[src/rtl/ttb_pkg.sv]
// constants for the tick timer and buzzer square-wave block
package ttb_pkg;
  localparam int CLK_HZ     = 50_000_000;
  localparam int TMR_CLK_HZ = 1000;
  localparam int BUZ_CLK_HZ = 6000;
  localparam int TICK_MS    = 100;
  localparam int TICK_KHZ   = TICK_MS * TMR_CLK_HZ / 1000;
  localparam int SEC_TICKS  = 10;
  localparam int DIV_1K     = CLK_HZ / TMR_CLK_HZ;
  localparam int DIV_6K     = CLK_HZ / BUZ_CLK_HZ;
  localparam int NCD        = 5;
  localparam int CD_W       = 16;
  localparam int ST_W       = NCD + 1;
  localparam int ST_TICK    = 0;
  localparam int ST_CD0     = 1;
  localparam int CTRL_RUN   = 0;
  localparam int CTRL_BUZ   = 1;
  localparam int CD_TIMEOUT = 0;
  localparam int CD_ADC     = 1;
  localparam int CD_ALARM   = 2;
  localparam int CD_SLEEP   = 3;
  localparam int CD_BLINK   = 4;
  localparam logic [7:0]  ADR_CTRL = 8'h00;
  localparam logic [7:0]  ADR_STAT = 8'h04;
  localparam logic [7:0]  ADR_CLR  = 8'h08;
  localparam logic [7:0]  ADR_IEN  = 8'h0c;
  localparam logic [7:0]  ADR_BUZ  = 8'h10;
  localparam logic [7:0]  ADR_CD0  = 8'h20;
  localparam logic [7:0]  ADR_STEP = 8'h04;
  localparam logic [15:0] BUZ_HALF_RST = 16'h0001;
  typedef enum logic [1:0] {
    TTB_IDLE = 2'b00,
    TTB_RUN  = 2'b01
  } ttb_mode_type;
endpackage

[src/rtl/ttb_top.sv]
// tick timer with countdowns and buzzer square wave, wishbone slave
// Summary of operation
// - the tick timer counts periods of a 1 kHz timebase made from clk_i.
// - a tick occurs every 100 ms and repeats while the timer runs.
// - the tick is the timer's terminal count, given as it reloads.
// - a 1 s countdown is loaded as 10 ticks.
// - each tick decrements every nonzero countdown; reaching zero fires it. A bus write to it in that cycle wins, yet a count of 1 still fires.
// - five countdowns: timeout, adc timeout, alarm off, sleep, blink.
// - the timer is started once by software and then runs free.
// - the timer's own reset is tied low so it never resets in operation.
// - the buzzer generator runs from a 6 kHz timebase made from clk_i.
// - the buzzer output is a 50% duty square wave.
// - the buzzer kill input is tied high so the output is never killed.
// - the buzzer generator's reset is tied low during operation.
//
// Implementation choices: the Wishbone interface to the registers and the register offsets.
module ttb_top #(
  parameter int DIV_1K = ttb_pkg::DIV_1K,
  parameter int DIV_6K = ttb_pkg::DIV_6K
) (
  input  wire logic                    clk_i,
  input  wire logic                    rst_i,
  input  wire logic [7:0]              adr_i,
  input  wire logic [31:0]             dat_i,
  input  wire logic [3:0]              sel_i,
  input  wire logic                    we_i,
  input  wire logic                    cyc_i,
  input  wire logic                    stb_i,
  output logic      [31:0]             dat_o,
  output logic                         ack_o,
  output logic                         irq_o,
  output logic                         buzzer_o,
  output logic                         count_end_pulse_o,
  output logic      [ttb_pkg::NCD-1:0] cd_expire_o
);
  localparam int D1W = $clog2(DIV_1K);
  localparam int D6W = $clog2(DIV_6K);
  localparam int TW  = $clog2(ttb_pkg::TICK_KHZ);
  localparam int N   = ttb_pkg::NCD;
  localparam int CW  = ttb_pkg::CD_W;
  localparam int SW  = ttb_pkg::ST_W;

  typedef struct packed {
    logic                   ack;
    logic [31:0]            rdat;
    ttb_pkg::ttb_mode_type  mode;
    logic                   buz_en;
    logic [15:0]            buz_half;
    logic [15:0]            buz_cnt;
    logic                   buz;
    logic [D1W-1:0]         div1k;
    logic [D6W-1:0]         div6k;
    logic [TW-1:0]          tick_cnt;
    logic                   tc;
    logic [N-1:0]           exp;
    logic [N-1:0][CW-1:0]   cd;
    logic [SW-1:0]          stat;
    logic [SW-1:0]          ien;
    logic                   irq;
  } ttb_state_type;

  ttb_state_type r_reg;
  ttb_state_type r_next;

  // tie-offs on the internal timer and generator control inputs
  logic          tmr_rst;
  logic          buz_rst;
  logic          buz_kill_n;
  logic          khz;
  logic          six;
  logic          tick;
  logic          req;
  logic          wr;
  logic [31:0]   wm;
  logic [N-1:0]  cd_wr;
  logic [SW-1:0] ev;

  assign tmr_rst    = 1'b0;
  assign buz_rst    = 1'b0;
  assign buz_kill_n = 1'b1;

  function automatic logic [31:0] byte_mask(input logic [3:0] s);
    logic [31:0] m;
    m = '0;
    for (int b = 0; b < 4; b++) begin
      m[b*8 +: 8] = {8{s[b]}};
    end
    return m;
  endfunction

  function automatic logic [31:0] merge(input logic [31:0] o,
                                        input logic [31:0] d,
                                        input logic [31:0] m);
    return (o & ~m) | (d & m);
  endfunction

  function automatic logic [7:0] cd_adr(input int i);
    return 8'(ttb_pkg::ADR_CD0 + ttb_pkg::ADR_STEP * i);
  endfunction

  always_comb begin
    logic [31:0] tmp;
    tmp    = '0;
    r_next = r_reg;
    r_next.ack  = 1'b0;
    r_next.exp  = '0;
    cd_wr  = '0;
    req    = cyc_i && stb_i && !r_reg.ack;
    wr     = req && we_i;
    wm     = byte_mask(sel_i);

    // free-running timebases, both always clocked from clk_i
    khz = (r_reg.div1k == D1W'(DIV_1K - 1));
    r_next.div1k = khz ? '0 : D1W'(r_reg.div1k + 1'b1);
    six = (r_reg.div6k == D6W'(DIV_6K - 1));
    r_next.div6k = six ? '0 : D6W'(r_reg.div6k + 1'b1);

    // terminal count reloads the period counter
    tick = (r_reg.mode == ttb_pkg::TTB_RUN) && khz &&
           (r_reg.tick_cnt == TW'(ttb_pkg::TICK_KHZ - 1));
    if (tmr_rst || tick) begin
      r_next.tick_cnt = '0;
    end else if ((r_reg.mode == ttb_pkg::TTB_RUN) && khz) begin
      r_next.tick_cnt = TW'(r_reg.tick_cnt + 1'b1);
    end
    r_next.tc = tick;

    // half period counted in 6 kHz steps; toggling keeps duty at 50%
    if (buz_rst || !r_reg.buz_en) begin
      r_next.buz     = 1'b0;
      r_next.buz_cnt = '0;
    end else if (six) begin
      if (r_reg.buz_cnt + 16'h0001 >= r_reg.buz_half) begin
        r_next.buz     = !r_reg.buz;
        r_next.buz_cnt = '0;
      end else begin
        r_next.buz_cnt = r_reg.buz_cnt + 16'h0001;
      end
    end

    for (int i = 0; i < N; i++) begin
      if (tick && (r_reg.cd[i] != '0)) begin
        r_next.cd[i]  = r_reg.cd[i] - 1'b1;
        r_next.exp[i] = (r_reg.cd[i] == CW'(1));
      end
      // zero stays zero: no decrement below it
      cd_wr[i] = wr && (adr_i == cd_adr(i));
      if (cd_wr[i]) begin
        r_next.cd[i] = CW'(merge(32'(r_reg.cd[i]), dat_i, wm));
      end
    end

    ev = {r_next.exp, tick};
    if (wr && adr_i == ttb_pkg::ADR_CLR) begin
      // a new event in the clearing cycle survives
      r_next.stat = (r_reg.stat & ~SW'(dat_i & wm)) | ev;
    end else begin
      r_next.stat = r_reg.stat | ev;
    end

    if (req) begin
      r_next.ack = 1'b1;
      case (adr_i)
        ttb_pkg::ADR_CTRL: begin
          tmp[ttb_pkg::CTRL_RUN] = (r_reg.mode == ttb_pkg::TTB_RUN);
          tmp[ttb_pkg::CTRL_BUZ] = r_reg.buz_en;
        end
        ttb_pkg::ADR_STAT: tmp = 32'(r_reg.stat);
        ttb_pkg::ADR_IEN:  tmp = 32'(r_reg.ien);
        ttb_pkg::ADR_BUZ:  tmp = 32'(r_reg.buz_half);
        default: begin
          for (int i = 0; i < N; i++) begin
            if (adr_i == cd_adr(i)) begin
              tmp = 32'(r_reg.cd[i]);
            end
          end
        end
      endcase
      r_next.rdat = we_i ? '0 : tmp;
    end

    if (wr) begin
      case (adr_i)
        ttb_pkg::ADR_CTRL: begin
          // start is one-way: only reset stops the timer
          if (sel_i[0] && dat_i[ttb_pkg::CTRL_RUN]) begin
            r_next.mode = ttb_pkg::TTB_RUN;
          end
          if (sel_i[0]) begin
            r_next.buz_en = dat_i[ttb_pkg::CTRL_BUZ];
          end
        end
        ttb_pkg::ADR_IEN: r_next.ien = SW'(merge(32'(r_reg.ien), dat_i, wm));
        ttb_pkg::ADR_BUZ: begin
          r_next.buz_half = 16'(merge(32'(r_reg.buz_half), dat_i, wm));
        end
        default: ;
      endcase
    end
    r_next.irq = |(r_next.stat & r_next.ien);
  end

  always_ff @(posedge clk_i) begin
    if (rst_i) begin
      r_reg          <= '0;
      r_reg.mode     <= ttb_pkg::TTB_IDLE;
      r_reg.buz_half <= ttb_pkg::BUZ_HALF_RST;
    end else begin
      r_reg <= r_next;
    end
  end

  assign dat_o             = r_reg.rdat;
  assign ack_o             = r_reg.ack;
  assign irq_o             = r_reg.irq;
  assign buzzer_o          = r_reg.buz && buz_kill_n;
  assign count_end_pulse_o = r_reg.tc;
  assign cd_expire_o       = r_reg.exp;

  // helper: khz steps seen since the last tick
  logic [TW:0] h_k_reg;
  always_ff @(posedge clk_i) begin
    if (rst_i || tick) begin
      h_k_reg <= '0;
    end else if (khz && r_reg.mode == ttb_pkg::TTB_RUN) begin
      h_k_reg <= h_k_reg + 1'b1;
    end
  end
endmodule

[config.mk]
export PLATFORM = sky130hd
export DESIGN_NAME = ttb_top
export DESIGN_NICKNAME = d
export VERILOG_FILES = /design/src/rtl/ttb_pkg.sv /design/src/rtl/ttb_top.sv
export SDC_FILE = /design/constraint.sdc
export NUM_CORES = 1
export LEC_CHECK = 0
export CORE_MARGIN = 2
export CORE_UTILIZATION = 25
export DETAILED_ROUTE_END_ITERATION = 8
export DONT_BUFFER_PORTS = 1
export PLACE_DENSITY = 0.49
export SYNTH_ARGS = -nofsm -noshare
export SYNTH_HDL_FRONTEND = slang
export SYNTH_SLANG_ARGS = --single-unit
[constraint.sdc]
create_clock -name clk_i -period 3.1 [get_ports clk_i]
set_input_delay 0 -clock clk_i [delete_from_list [all_inputs] [get_ports clk_i]]
set_output_delay 0 -clock clk_i [all_outputs]
set_load 0.02 [all_outputs]
* After elaboration in Yosys (flattened, before gate mapping)
Index checks and enable logic that the tools add are counted.
** Word-level totals
- Register bits after elaboration :: 204
- Bits of input ports :: 49
- Word-level logic and storage cells :: 136
- Output and inout bits :: 41
** Operators by class
- Multiplexer cells :: 28
- Reductions and logical operators :: 39
- $lt $le $gt $ge :: 1
- Bitwise gates (word level) :: 22
- $add $sub $neg :: 9
- Eq/ne operators :: 17
** Operators by type and width (number)
- $mux 16 :: 12
- $mux 32 :: 5
- $pmux 30 s4 :: 1
- $and 16x16->16 :: 7
- $or 16x16->16 :: 6
- $eq 16x1->1 const B :: 5
- $reduce_bool 16->1 :: 5
- $sub 16x1->16 const B :: 5
- $eq 8x6->1 const B :: 5
- $mux 33 :: 1
- $add 16x1->16 const B :: 2
- $and 6x6->6 :: 3
- $mux 6 :: 3
- $or 6x6->6 :: 3
- $logic_and 1x1->1 :: 17
- $eq 16x16->1 const B :: 1
- $eq 8x4->1 const B :: 2
- $ge 16x16->1 :: 1
- $not 16->16 :: 1
- $add 14x1->14 const B :: 1
- $eq 14x14->1 const B :: 1
- $reduce_bool 2->1 :: 5
- $eq 8x3->1 const B :: 1
- $eq 8x5->1 const B :: 1
- other kinds (12) :: 22

* Longest topological paths before layout
- Word-level depth :: 9
- Mapped depth :: 14
- Depth with buffers taken out :: 11

* Worst setup path after synthesis
Ideal clock, no wire load.
- Path kind :: reg2reg
- From :: reg r_reg[140] in the netlist's numbering
- To :: reg r_reg[139] in the netlist's numbering
- Arrival :: 3141 ps
- Data required time :: 3014 ps
- Stages on the path, launching flop included :: 14
- Path slack :: -127 ps
- Path through :: dfxtp_1 > clkbuf_1 > and3_1 > and3_1 > clkbuf_1 > nand3_1 > xnor2_1 > ha_1 > a21o_1 > a21o_1 > a211o_1 > o21ai_1 > o21ai_1 > a211oi_1
** Between the ends
- Longest elaborated chain between the ends :: 3
** Ends and longest elaborated chain
- start: declaration :: RTL line ttb_top.sv:62 : ttb_state_type r_reg;
- start signal: assignment :: RTL line ttb_top.sv:209 : r_reg <= r_next;
- $add 16x1->16 :: RTL line ttb_top.sv:133 : if (r_reg.buz_cnt + 16'h0001 >= r_reg.buz_half) begin
- $ge 16x16->1 :: RTL line ttb_top.sv:133
- $mux 16 :: RTL line ttb_top.sv:133
No other way between the ends.
A chain may end at the register's enable or synchronous reset.

* Worst setup path after layout
- From :: reg r_reg[139] in the netlist's numbering
- To :: reg r_reg[142] in the netlist's numbering
** Between the ends
- Longest elaborated chain between the ends :: 3
** Ends and longest elaborated chain (RTL line)
- $add 16x1->16 * :: ttb_top.sv:133, ttb_top.sv:137
- $ge 16x16->1 :: ttb_top.sv:133
- $mux 16 * :: ttb_top.sv:133
Mark *: on every way between the ends. The rest lies on a longest branch, timed or not.

==> impl_metrics.yaml <==
status:
  outcome: "finished, final reports clean"
grt:
  first_global_vias: 9983
  grt_start_max_net_pins: 145
  grt_pass1_wl_um: 61000
  grt_overflow: 0
  antenna_found_initial: 3
  grt_usage: 0.165
floorplan:
  ios: 90
  core_sq_um: 46400
  start_util: 0.253
  dieWidth_um: 220
  dieHeight_um: 220
  die_area_sq_um: 48600
  rows: 79
clock_tree:
  cts_tree: "done"
  clk_pin_slew_worst_paths_ps: 80
  cts.path.max_buffers: 2
  clock_latency_ps: 470
  cts-buffers-inserted: 17
  cts_sinks: 188
  h-tree-depth: 4
  clockRootBuffer: "clkbuf_16"
  cts_setup_buffers: 0
setup_path:
  r2r_cells: 12
  worst-r2r-setup-slack_ps: 160
  critPathKind: "flop to flop"
  worstPathMaxFanout: 7
  r2r-end: "r_reg[142]"
  arrival_ps: 3320
  r2r-start: "r_reg[139]"
  worst_setup_path_end_kind: "flop"
  crit_required_ps: 3490
  start_kind: "flop"
synth:
  synth-async-reset-ratio: 0
  ys.flop_type: "dfxtp_1"
  synth-edff-count: 0
  ys_ff_latch: 188
  synth_area_leaders: "dfxtp_1 32%, nor2_1 6.6%, a21oi_1 4.8%"
  synth_cell_types: 88
  avgSynthCellArea_sq_um: 7.88
  synth_area_sq_um: 11700
  synth_area_leader_cell: "dfxtp_1"
  synthCells: 1486
  seq_area_frac_synth: 0.321
  synth_top_area_share: 0.321
  ys_warn_count: 0
placed_design:
  globalplace.congestion: 0.897
  io_buffer_count: 0
  dp_hpwl_um: 29100
  place_area_sq_um: 12200
cells_and_area:
  final_cell_area_sq_um: 13100
  final_cell_mix: "207 x nor2_1, 187 x dfxtp_1, 136 x nand2_1"
  nets: 1554
  syn2layout_area_growth_pct: 12.1
  layout_commonest_cell: "nor2_1"
  fillers: 4964
  drive_above_1_share: 0.102
timing:
  setup_viol: 0
  fin_worst_skew_ps: 12.3
  fmax_mhz: 341
  fin_crit_sh: 0.947
  fin_crit_ps: 2940
  fin_tns_setup_ps: 0
  rsz0062_at_grt: "true"
  drv_slew: 0
  hold_viol: 0
  max_slew_margin: 0.390
  tightest_slew_ps: 912
drt:
  drtAntennaViolNets: 0
  drt_iter0_drc: 1016
  dr.pass1.iters: 6
  remaining_drc_errors: 0
  vias: 11000
  via_per_inst: 5.24
  wl_per_cell_um: 19.3
  totalWireLength_um: 40300
hold_path:
  hold_path.class: "input port to flop"
  holdPathStages: 4
  min_from: "dat_i[7]"
pwr:
  ir_drop_uv: 405
  p_leak_nw: 4.76
  cellPowerDensity_nw_per_um2: 381
job:
  drv_cap: 0
[cells in the mapped netlist, drive strengths merged (4+ instances only)]
cell	count
nor2b	6
o31a	8
nand4b	6
mux2i	18
a211oi	20
o2bb2ai	4
clkbuf	58
xor2	33
mux4	16
or3	16
or3b	4
o22ai	7
a21boi	7
o31ai	12
nand3b	5
nor4	24
a21o	10
a21oi	113
nor3	59
and2	10
nand2b	4
xnor2	21
ha	34
o21ai	106
and3	22
and4	10
buf	62
or4	16
or2	4
nand4	28
mux2	9
inv	40
dfxtp	188
o211ai	4
nand2	136
a31oi	15
nor2	208
a31o	4
a22oi	26
o21a	7
a222oi	4
nand3	66
[cells by family after synthesis]
| kind of cell | share of synthesized area |
|---|---|
| simple gates | 0.277 |
| compound gates | 0.201 |
| flops | 0.321 |
| buf+inv | 0.0687 |
| xor+xnor | 0.0404 |
| mux | 0.0548 |
| fa+ha+maj | 0.0363 |
| other cells | 0.000320 |
[worst max-delay path, stage by stage, from the launching register on]
cell and delay (ps):
dfxtp_1 390, and3_1 200, and3_1 200, nand3_1 130, xnor2_1 160, ha_1 290, a21o_1 160, a21o_1 170
a211o_1 350, a211oi_4 310, buf_4 210, o2111ai_1 120, a21oi_1 160
[worst max-delay path by stage]
stage / to / from / depth (start not counted) / slack [ps]
5_1_grt: r_reg[144] / r_reg[139] / 11 / -3
4_1_cts: r_reg[146] / r_reg[137] / 12 / 90
3_5_place_dp: r_reg[142] / r_reg[137] / 12 / 110
6_report: r_reg[142] / r_reg[139] / 12 / 160
2_1_floorplan: buzzer_o / r_reg[137] / 12 / 60
3_3_place_gp: buzzer_o / r_reg[137] / 11 / 160
[area by class of cell]
cell class	count	area [sq um]	area share
Inverter	40	150	0.0114
Antenna cell	1	2.50	0.000191
Sequential cell	188	3760	0.287
Tap cell	607	759	0.0579
Clock buffer	21	460	0.0351
Timing Repair Buffer	71	616	0.0469
Multi-Input combinational cell	1153	7210	0.550
Clock inverter	11	158	0.0120
[metal layers]
layer	vias up	GRT usage	share of wire
met5	-	0	0
met1	5234	0.220	0.45
li1	5326	-	-
met3	64	0.0348	0.057
met2	338	0.258	0.46
met4	0	0.0711	0.033
[what timing repair did]
item / CTS / global route
hold buffers: 25 / 1
endpoints found under the hold margin: 158 / 1
gates resized for setup: 0 / 2
endpoints found under the setup margin: 0 / 15
[per-stage QoR]
| stage | total power, mW | hold WS (ps) | worst slack, ps | util | cells |
|---|---|---|---|---|---|
| final | 5.00 | 19.4 | 165 | 0.283 | 2092 |
| after floorplan | 2.63 | 118 | 61.4 | - | 1501 |
| after CTS | 5.06 | 2.71 | 86.9 | 0.283 | 2090 |
| after global routing | 5.17 | 27.0 | -2.74 | 0.283 | 2092 |
| after detailed placement | 2.61 | 89.5 | 110 | 0.264 | 2033 |
| after global placement | 2.61 | 86.4 | 161 | 0.264 | 2033 |
[power by group]
part	leakage [nW]	total, mW	switching [mW]	internal (mW)
sequential	1.52	2.43	0.0107	2.42
clock	0.288	2.37	1.05	1.32
combinational	2.96	0.199	0.142	0.0576
total	4.76	5.00	1.20	3.80
No activity file was read; power rests on OpenSTA's default activity.
